`config.mk`:
```
export PLATFORM = sky130hd
export DESIGN_NAME = pocr_regs
export DESIGN_NICKNAME = d
export VERILOG_FILES = /design/src/pocr_pkg.sv /design/src/pocr_regs.sv
export SDC_FILE = /design/constraint.sdc
export NUM_CORES = 1
export LEC_CHECK = 0
export ABC_AREA = 1
export BUFFER_PORTS_ARGS = -buffer_cell sky130_fd_sc_hd__buf_4
export CORE_MARGIN = 5
export CORE_UTILIZATION = 50
export DETAILED_ROUTE_END_ITERATION = 6
export PLACE_DENSITY = 0.87
export RECOVER_POWER = 25
export SYNTH_ARGS = -nofsm -noshare
export SYNTH_HDL_FRONTEND = slang
export SYNTH_SLANG_ARGS = --single-unit
export TNS_END_PERCENT = 10
```
`constraint.sdc`:
```
create_clock -name ref_clk_in -period 2.35 [get_ports ref_clk_in]
set_input_delay 0.47 -clock ref_clk_in [delete_from_list [all_inputs] [get_ports ref_clk_in]]
set_output_delay 0.47 -clock ref_clk_in [all_outputs]
set_load 0.01 [all_outputs]
```
`src/pocr_pkg.sv`:
```
// Constants for the output, loop bandwidth and oscillator calibration register bank
//------------------------------------------------------------------------------
//------------------------------------------------------------------------------
package pocr_pkg;

  localparam int unsigned ADDR_W = 8;
  localparam int unsigned DATA_W = 8;
  localparam int unsigned FREQ_W = 16;

  // Register offsets
  localparam logic [7:0] OFF_DIFF_OUTPUT_STANDARD   = 8'h3a;
  localparam logic [7:0] OFF_LOOP_BANDWIDTH_CONTROL = 8'h3b;
  localparam logic [7:0] OFF_OSC_CALIBRATION_LOW    = 8'h3c;

  // Reset values
  localparam logic [7:0] RST_DIFF_OUTPUT_STANDARD   = 8'hc2;
  localparam logic [7:0] RST_LOOP_BANDWIDTH_CONTROL = 8'h98;
  localparam logic [7:0] RST_OSC_CALIBRATION_LOW    = 8'h99;

  // Implemented bits of each register
  localparam logic [7:0] MASK_DIFF_OUTPUT_STANDARD   = 8'h03;
  localparam logic [7:0] MASK_LOOP_BANDWIDTH_CONTROL = 8'h88;
  localparam logic [7:0] MASK_OSC_CALIBRATION_LOW    = 8'hff;

  // Field positions
  localparam int unsigned BIT_BANDWIDTH_AUTO_CHOOSE   = 7;
  localparam int unsigned BIT_LOOP_INTEGRATOR_CLAMP   = 3;
  localparam int unsigned LSB_DIFF_OUT_STANDARD_SEL   = 0;
  localparam int unsigned MSB_DIFF_OUT_STANDARD_SEL   = 1;

  // Output standard encodings
  localparam logic [1:0] STD_DISABLED = 2'h0;
  localparam logic [1:0] STD_PECL     = 2'h1;
  localparam logic [1:0] STD_LVDS     = 2'h2;

endpackage : pocr_pkg

```
`src/pocr_regs.sv`:
```
// Register bank for differential output standard, loop bandwidth and oscillator calibration
`timescale 1ns/100ps

module pocr_regs
  import pocr_pkg::*;
(
  input  wire logic              ref_clk_in,
  input  wire logic              srst_in,
  input  wire logic              wr_en_in,
  input  wire logic [ADDR_W-1:0] addr_in,
  input  wire logic [DATA_W-1:0] wr_data_in,
  output logic      [DATA_W-1:0] rd_data_out,
  input  wire logic [DATA_W-1:0] osc_calibration_high_in,
  input  wire logic              loop_locked_in,
  input  wire logic              at_min_limit_in,
  input  wire logic              at_max_limit_in,
  input  wire logic [FREQ_W-1:0] loop_freq_in,
  output logic                   pecl_enable_out,
  output logic                   lvds_enable_out,
  output logic                   diff_driver_enable_out,
  output logic                   use_acquisition_bw_out,
  output logic                   integrator_freeze_out,
  output logic      [FREQ_W-1:0] reported_freq_out,
  output logic      [15:0]       osc_calibration_word_out
);

  //----------------------------------------------------------------------------
  // Register storage
  //----------------------------------------------------------------------------
  logic [DATA_W-1:0] diff_output_standard;
  logic [DATA_W-1:0] loop_bandwidth_control;
  logic [DATA_W-1:0] osc_calibration_low;
  logic [DATA_W-1:0] next_diff_output_standard;
  logic [DATA_W-1:0] next_loop_bandwidth_control;
  logic [DATA_W-1:0] next_osc_calibration_low;
  logic [DATA_W-1:0] next_rd_data;

  function automatic logic [DATA_W-1:0] merge_write(
    input logic [DATA_W-1:0] cur,
    input logic [DATA_W-1:0] mask,
    input logic              hit,
    input logic [DATA_W-1:0] data
  );
    merge_write = hit ? (data & mask) : cur;
  endfunction : merge_write

  always_comb
  begin
    next_diff_output_standard   = merge_write(diff_output_standard, MASK_DIFF_OUTPUT_STANDARD,
      wr_en_in && (addr_in == OFF_DIFF_OUTPUT_STANDARD), wr_data_in);
    next_loop_bandwidth_control = merge_write(loop_bandwidth_control,
      MASK_LOOP_BANDWIDTH_CONTROL,
      wr_en_in && (addr_in == OFF_LOOP_BANDWIDTH_CONTROL), wr_data_in);
    next_osc_calibration_low    = merge_write(osc_calibration_low, MASK_OSC_CALIBRATION_LOW,
      wr_en_in && (addr_in == OFF_OSC_CALIBRATION_LOW), wr_data_in);
    unique case (addr_in)
      OFF_DIFF_OUTPUT_STANDARD:   next_rd_data = diff_output_standard;
      OFF_LOOP_BANDWIDTH_CONTROL: next_rd_data = loop_bandwidth_control;
      OFF_OSC_CALIBRATION_LOW:    next_rd_data = osc_calibration_low;
      default:                    next_rd_data = 8'h00;
    endcase
  end

  // Reset values carry unused ones in the printed defaults; masked so they read zero
  always_ff @(posedge ref_clk_in)
  begin
    if (srst_in)
    begin
      diff_output_standard   <= RST_DIFF_OUTPUT_STANDARD & MASK_DIFF_OUTPUT_STANDARD;
      loop_bandwidth_control <= RST_LOOP_BANDWIDTH_CONTROL & MASK_LOOP_BANDWIDTH_CONTROL;
      osc_calibration_low    <= RST_OSC_CALIBRATION_LOW;
      rd_data_out            <= 8'h00;
    end
    else
    begin
      diff_output_standard   <= next_diff_output_standard;
      loop_bandwidth_control <= next_loop_bandwidth_control;
      osc_calibration_low    <= next_osc_calibration_low;
      rd_data_out            <= next_rd_data;
    end
  end

  //----------------------------------------------------------------------------
  // Controls derived from the registers
  //----------------------------------------------------------------------------
  logic [1:0]        diff_out_standard_sel;
  logic              bandwidth_auto_choose;
  logic              loop_integrator_clamp;
  logic              next_pecl_enable;
  logic              next_lvds_enable;
  logic              next_use_acq_bw;
  logic              next_freeze;
  logic [FREQ_W-1:0] next_reported_freq;
  logic [15:0]       next_cal_word;

  assign diff_out_standard_sel =
    diff_output_standard[MSB_DIFF_OUT_STANDARD_SEL:LSB_DIFF_OUT_STANDARD_SEL];
  assign bandwidth_auto_choose = loop_bandwidth_control[BIT_BANDWIDTH_AUTO_CHOOSE];
  assign loop_integrator_clamp = loop_bandwidth_control[BIT_LOOP_INTEGRATOR_CLAMP];

  always_comb
  begin
    // Code 11 is undefined; it keeps the driver off rather than guess a level
    next_pecl_enable   = (diff_out_standard_sel == STD_PECL);
    next_lvds_enable   = (diff_out_standard_sel == STD_LVDS);
    next_use_acq_bw    = bandwidth_auto_choose && !loop_locked_in;
    next_freeze        = loop_integrator_clamp && (at_min_limit_in || at_max_limit_in);
    next_reported_freq = next_freeze ? reported_freq_out : loop_freq_in;
    next_cal_word      = {osc_calibration_high_in, osc_calibration_low};
  end

  always_ff @(posedge ref_clk_in)
  begin
    if (srst_in)
    begin
      pecl_enable_out          <= 1'b0;
      lvds_enable_out          <= 1'b0;
      diff_driver_enable_out   <= 1'b0;
      use_acquisition_bw_out   <= 1'b0;
      integrator_freeze_out    <= 1'b0;
      reported_freq_out        <= 16'h0000;
      osc_calibration_word_out <= 16'h0000;
    end
    else
    begin
      pecl_enable_out          <= next_pecl_enable;
      lvds_enable_out          <= next_lvds_enable;
      diff_driver_enable_out   <= next_pecl_enable || next_lvds_enable;
      use_acquisition_bw_out   <= next_use_acq_bw;
      integrator_freeze_out    <= next_freeze;
      reported_freq_out        <= next_reported_freq;
      osc_calibration_word_out <= next_cal_word;
    end
  end

endmodule : pocr_regs

```
==> metrics.txt <==
# TYPE chip_impl_metric gauge
chip_impl_metric{name="final_core_utilization",unit=""} 0.734
chip_impl_metric{name="post-cts-setup-buffers",unit=""} 0
chip_impl_metric{name="die_height",unit="µm"} 74.2
chip_impl_metric{name="post_synth_edffs",unit=""} 0
chip_impl_metric{name="grt_pass1_wl",unit="µm"} 7890
chip_impl_info{name="outcome",value="complete, no violations"} 1
chip_impl_metric{name="detail_route.wirelength",unit="µm"} 4790
chip_impl_metric{name="netSwitchingFraction",unit=""} 0.226
chip_impl_metric{name="cts_htree_levels",unit=""} 3
chip_impl_metric{name="slew-limit-headroom",unit=""} 0.470
chip_impl_metric{name="route.detailed.wl_per_inst",unit="µm"} 11.6
chip_impl_metric{name="first_pass_iters",unit=""} 4
chip_impl_info{name="holdCritPathClass",value="in -> reg"} 1
chip_impl_metric{name="maximum_number_of_pins_on_one_net_before_global_route_repair",unit=""} 31
chip_impl_info{name="synth.cells.most_frequent",value="sky130_fd_sc_hd__nor2_1 (66), sky130_fd_sc_hd__dfxtp_1 (57), sky130_fd_sc_hd__inv_1 (41), sky130_fd_sc_hd__nand2_1 (41), sky130_fd_sc_hd__nand3_1 (18)"} 1
chip_impl_metric{name="floorplan.core_area",unit="mm²"} 0.00400
chip_impl_metric{name="initialDrtViolationCount",unit=""} 76
chip_impl_info{name="yosys.cell_count.top_type",value="sky130_fd_sc_hd__nor2_1"} 1
chip_impl_metric{name="global_route.overflow_total",unit=""} 0
chip_impl_metric{name="finish.net_count",unit=""} 406
chip_impl_metric{name="clock_insertion_delay_worst_skew",unit="ps"} 320
chip_impl_info{name="cell_accounting_for_the_most_synthesized_area",value="sky130_fd_sc_hd__dfxtp_1"} 1
chip_impl_metric{name="worst-path-max-fanout",unit=""} 10
chip_impl_metric{name="timing.final.max_slew_violations",unit=""} 0
chip_impl_metric{name="cts_hold_buf",unit=""} 0
chip_impl_metric{name="final_hold_viol_count",unit=""} 0
chip_impl_info{name="commonest_register_cell_after_synthesis",value="sky130_fd_sc_hd__dfxtp_1"} 1
chip_impl_metric{name="clk_pin_slew_worst_paths",unit="ps"} 60
chip_impl_metric{name="cts-buffers-inserted",unit=""} 9
chip_impl_metric{name="p_leak",unit="nW"} 1.57
chip_impl_metric{name="finalPower",unit="mW"} 2.10
chip_impl_metric{name="setup_viol",unit=""} 0
chip_impl_metric{name="filler_cell_count",unit=""} 331
chip_impl_metric{name="worst_hold_slack",unit="ps"} 309
chip_impl_metric{name="internal-power",unit="mW"} 1.62
chip_impl_metric{name="port-buffer-count",unit=""} 90
chip_impl_metric{name="first_global_vias",unit=""} 1828
chip_impl_metric{name="insertedDiodeCount",unit=""} 0
chip_impl_metric{name="initial_core_utilization",unit=""} 0.515
chip_impl_info{name="critical-path-top-cell-by-count",value="sky130_fd_sc_hd__nand2_1"} 1
chip_impl_metric{name="synth_fp_nets",unit=""} 314
chip_impl_info{name="critPathCaptureType",value="flip-flop"} 1
chip_impl_info{name="cp_slowest_cell",value="sky130_fd_sc_hd__nor2_1"} 1
chip_impl_metric{name="global_route.usage.total",unit=""} 0.188
chip_impl_metric{name="post_route_ant_nets",unit=""} 0
chip_impl_metric{name="critical_path_required",unit="ps"} 2590
chip_impl_metric{name="cellPowerDensity",unit="mW/mm²"} 714
chip_impl_metric{name="drv_cap",unit=""} 0
chip_impl_info{name="grt_setup_unrepaired",value="false"} 1
chip_impl_metric{name="post-place-ws",unit="ps"} 641
chip_impl_metric{name="drc",unit=""} 0
chip_impl_metric{name="post_cts_resized",unit=""} 0
chip_impl_metric{name="die_area",unit="mm²"} 0.00551
chip_impl_metric{name="synth-async-reset-ratio",unit=""} 0
chip_impl_metric{name="rows",unit=""} 23
chip_impl_metric{name="post_syn_area",unit="mm²"} 0.00206
chip_impl_info{name="cp_cell_sequence",value="clkbuf_4 > inv_1 > nand2_1 > nor2_1 > nand2_1 > nand3_1 > nand2_1 > nor2_1"} 1
chip_impl_metric{name="antenna_found_initial",unit=""} 0
chip_impl_info{name="criticalPathCategory",value="in -> reg"} 1
chip_impl_metric{name="totalNegativeSetupSlack",unit="ps"} 0
chip_impl_info{name="ys_top_cells_by_area",value="sky130_fd_sc_hd__dfxtp_1 (55%), sky130_fd_sc_hd__nor2_1 (12%), sky130_fd_sc_hd__inv_1 (7.5%)"} 1
chip_impl_metric{name="timing.fmax",unit="MHz"} 606
chip_impl_metric{name="cts_sinks",unit=""} 57
chip_impl_metric{name="post_synth_num_cell_types",unit=""} 21
chip_impl_metric{name="power.clock.fraction",unit=""} 0.419
chip_impl_info{name="tritoncts",value="yes"} 1
chip_impl_metric{name="worstMarginPinSlew",unit="ps"} 794
chip_impl_metric{name="synth_seq_area_share",unit=""} 0.554
chip_impl_metric{name="routed-via-count",unit=""} 1887
chip_impl_metric{name="yosysWarningCount",unit=""} 0
chip_impl_info{name="cts_root_buffer",value="sky130_fd_sc_hd__clkbuf_8"} 1
chip_impl_metric{name="yosysTopAreaCellShare",unit=""} 0.554
chip_impl_metric{name="avgViaCountPerCell",unit=""} 4.57
chip_impl_metric{name="p_sw",unit="µW"} 473
chip_impl_info{name="worst_setup_path_start_kind",value="input pin"} 1
chip_impl_metric{name="critical_path_arrival",unit="ps"} 1890
chip_impl_metric{name="worst_slack",unit="ps"} 701
chip_impl_metric{name="cts-root-to-sink-buffers",unit=""} 2
chip_impl_metric{name="synthToLayoutAreaGrowth",unit="%"} 42.4
chip_impl_metric{name="maximum_cell_stage_delay_along_the_critical_path",unit="ps"} 460
chip_impl_metric{name="num_io_pins",unit=""} 91
chip_impl_metric{name="proportion_of_layout_cells_with_a_drive_suffix_above_1",unit=""} 0.309
chip_impl_metric{name="synth-seq-cells",unit=""} 57
chip_impl_metric{name="syn_avg_cell_area",unit="µm²"} 7.75
chip_impl_metric{name="final.setup_skew",unit="ps"} 5.71
chip_impl_metric{name="ir_worst_vdd",unit="mV"} 0.473
chip_impl_metric{name="place.detailed.hpwl",unit="µm"} 3520
chip_impl_metric{name="comb_power_share",unit=""} 0.096
chip_impl_metric{name="fin_crit",unit="ps"} 1650
chip_impl_metric{name="power.sequential.fraction",unit=""} 0.485
chip_impl_metric{name="final_weighted_congestion_in_routability_driven_placement",unit=""} 0.731
chip_impl_metric{name="synth_cells",unit=""} 266
chip_impl_metric{name="fin_crit_sh",unit=""} 0.702
chip_impl_metric{name="die_span_in_x",unit="µm"} 74.2
through the flow:
step           std cells  cell area [µm²]
3_5_place_dp         397             2760
3_3_place_gp         397             2760
6_report             413             2930
4_1_cts              413             2950
5_1_grt              413             2930
2_1_floorplan        266             2060
layer usage:
metal  wire [µm]  vias to the layer above  GRT usage
li1            -                      983          -
met1        1890                      819      0.213
met2        2320                       83      0.315
met3         563                        2     0.0892
met4          13                        0     0.0543
met5           0                        -          0
power by group through the flow:
stage	registers [mW]	logic, mW	clock network, mW
after floorplan	1.05	0.0665	0
after CTS	1.02	0.207	0.896
final	1.02	0.202	0.877
after global routing	1.02	0.223	0.939
after global placement	1.04	0.201	0
after detailed placement	1.04	0.206	0
state kept, by name, indices dropped and copies added (netlist names):
name,flops
diff_output_standard,2
use_acquisition_bw_out,1
pecl_enable_out,1
integrator_freeze_out,1
lvds_enable_out,1
osc_calibration_low,8
rd_data_out,8
osc_calibration_word_out,16
loop_bandwidth_control,2
diff_driver_enable_out,1
reported_freq_out,16
cell usage in the layout (no fill, tap or decap):
master                       netlist  final
sky130_fd_sc_hd__a21oi_1           1      1
sky130_fd_sc_hd__buf_4             1     88
sky130_fd_sc_hd__bufinv_16         0      1
sky130_fd_sc_hd__clkbuf_1          3      2
sky130_fd_sc_hd__clkbuf_4          0      1
sky130_fd_sc_hd__clkbuf_8          0     10
sky130_fd_sc_hd__clkinv_2          0      2
sky130_fd_sc_hd__clkinvlp_4        0      2
sky130_fd_sc_hd__dfxtp_1          57     57
sky130_fd_sc_hd__ha_1              2      2
sky130_fd_sc_hd__inv_1            41     41
sky130_fd_sc_hd__inv_2             1      1
sky130_fd_sc_hd__nand2_1          41     42
sky130_fd_sc_hd__nand2_2           2      2
sky130_fd_sc_hd__nand2_4           2      1
sky130_fd_sc_hd__nand3_1          18     18
sky130_fd_sc_hd__nand4_1           1      1
sky130_fd_sc_hd__nor2_1           66     67
sky130_fd_sc_hd__nor2_2            1      1
sky130_fd_sc_hd__nor2_4            3      2
sky130_fd_sc_hd__nor3_1            4      4
sky130_fd_sc_hd__o21ai_0          16     16
sky130_fd_sc_hd__o21ai_4           1      1
path summary, 6_finish.rpt:
| path | start | endpoint | slack (ps) | cells after the start |
|---|---|---|---|---|
| worst min-delay path | loop_locked_in | use_acquisition_bw_out$_SDFF_PP0_ | 310 | 2 |
| worst max-delay path | addr_in[7] | rd_data_out[7]$_SDFF_PP0_ | 700 | 8 |
| worst min register to register | osc_calibration_low[4]$_SDFFE_PP1P_ | osc_calibration_word_out[4]$_SDFF_PP0_ | 450 | 2 |
| worst max register to register | loop_bandwidth_control[3]$_SDFFE_PP1P_ | reported_freq_out[3]$_SDFFE_PP0N_ | 1140 | 4 |
critical path: cells and delay by family:
kind / cells / cell delay, ps
buffers and inverters: 2 / 150
AND/OR/NAND/NOR: 6 / 1250
cell type report:
type / instances / area [µm²] / area share
well taps: 50 / 62.6 / 0.0213
clock inverters: 5 / 55.1 / 0.0188
flip-flops and latches: 57 / 1140 / 0.389
repair buffers: 90 / 672 / 0.229
multi-input cells: 158 / 704 / 0.240
inverters: 42 / 158 / 0.0537
clock buffers: 11 / 141 / 0.0482
logic make-up (layout without fill, tap and decap cells):
logic type / count (synthesis) / count (layout) / share of synthesized area
buf+inv: 51 / 148 / 0.0971
fa+ha+maj: 2 / 2 / 0.0121
flops: 57 / 57 / 0.554
compound gates: 18 / 18 / 0.0492
simple gates: 138 / 138 / 0.288
(Power assumes the default switching activity.)
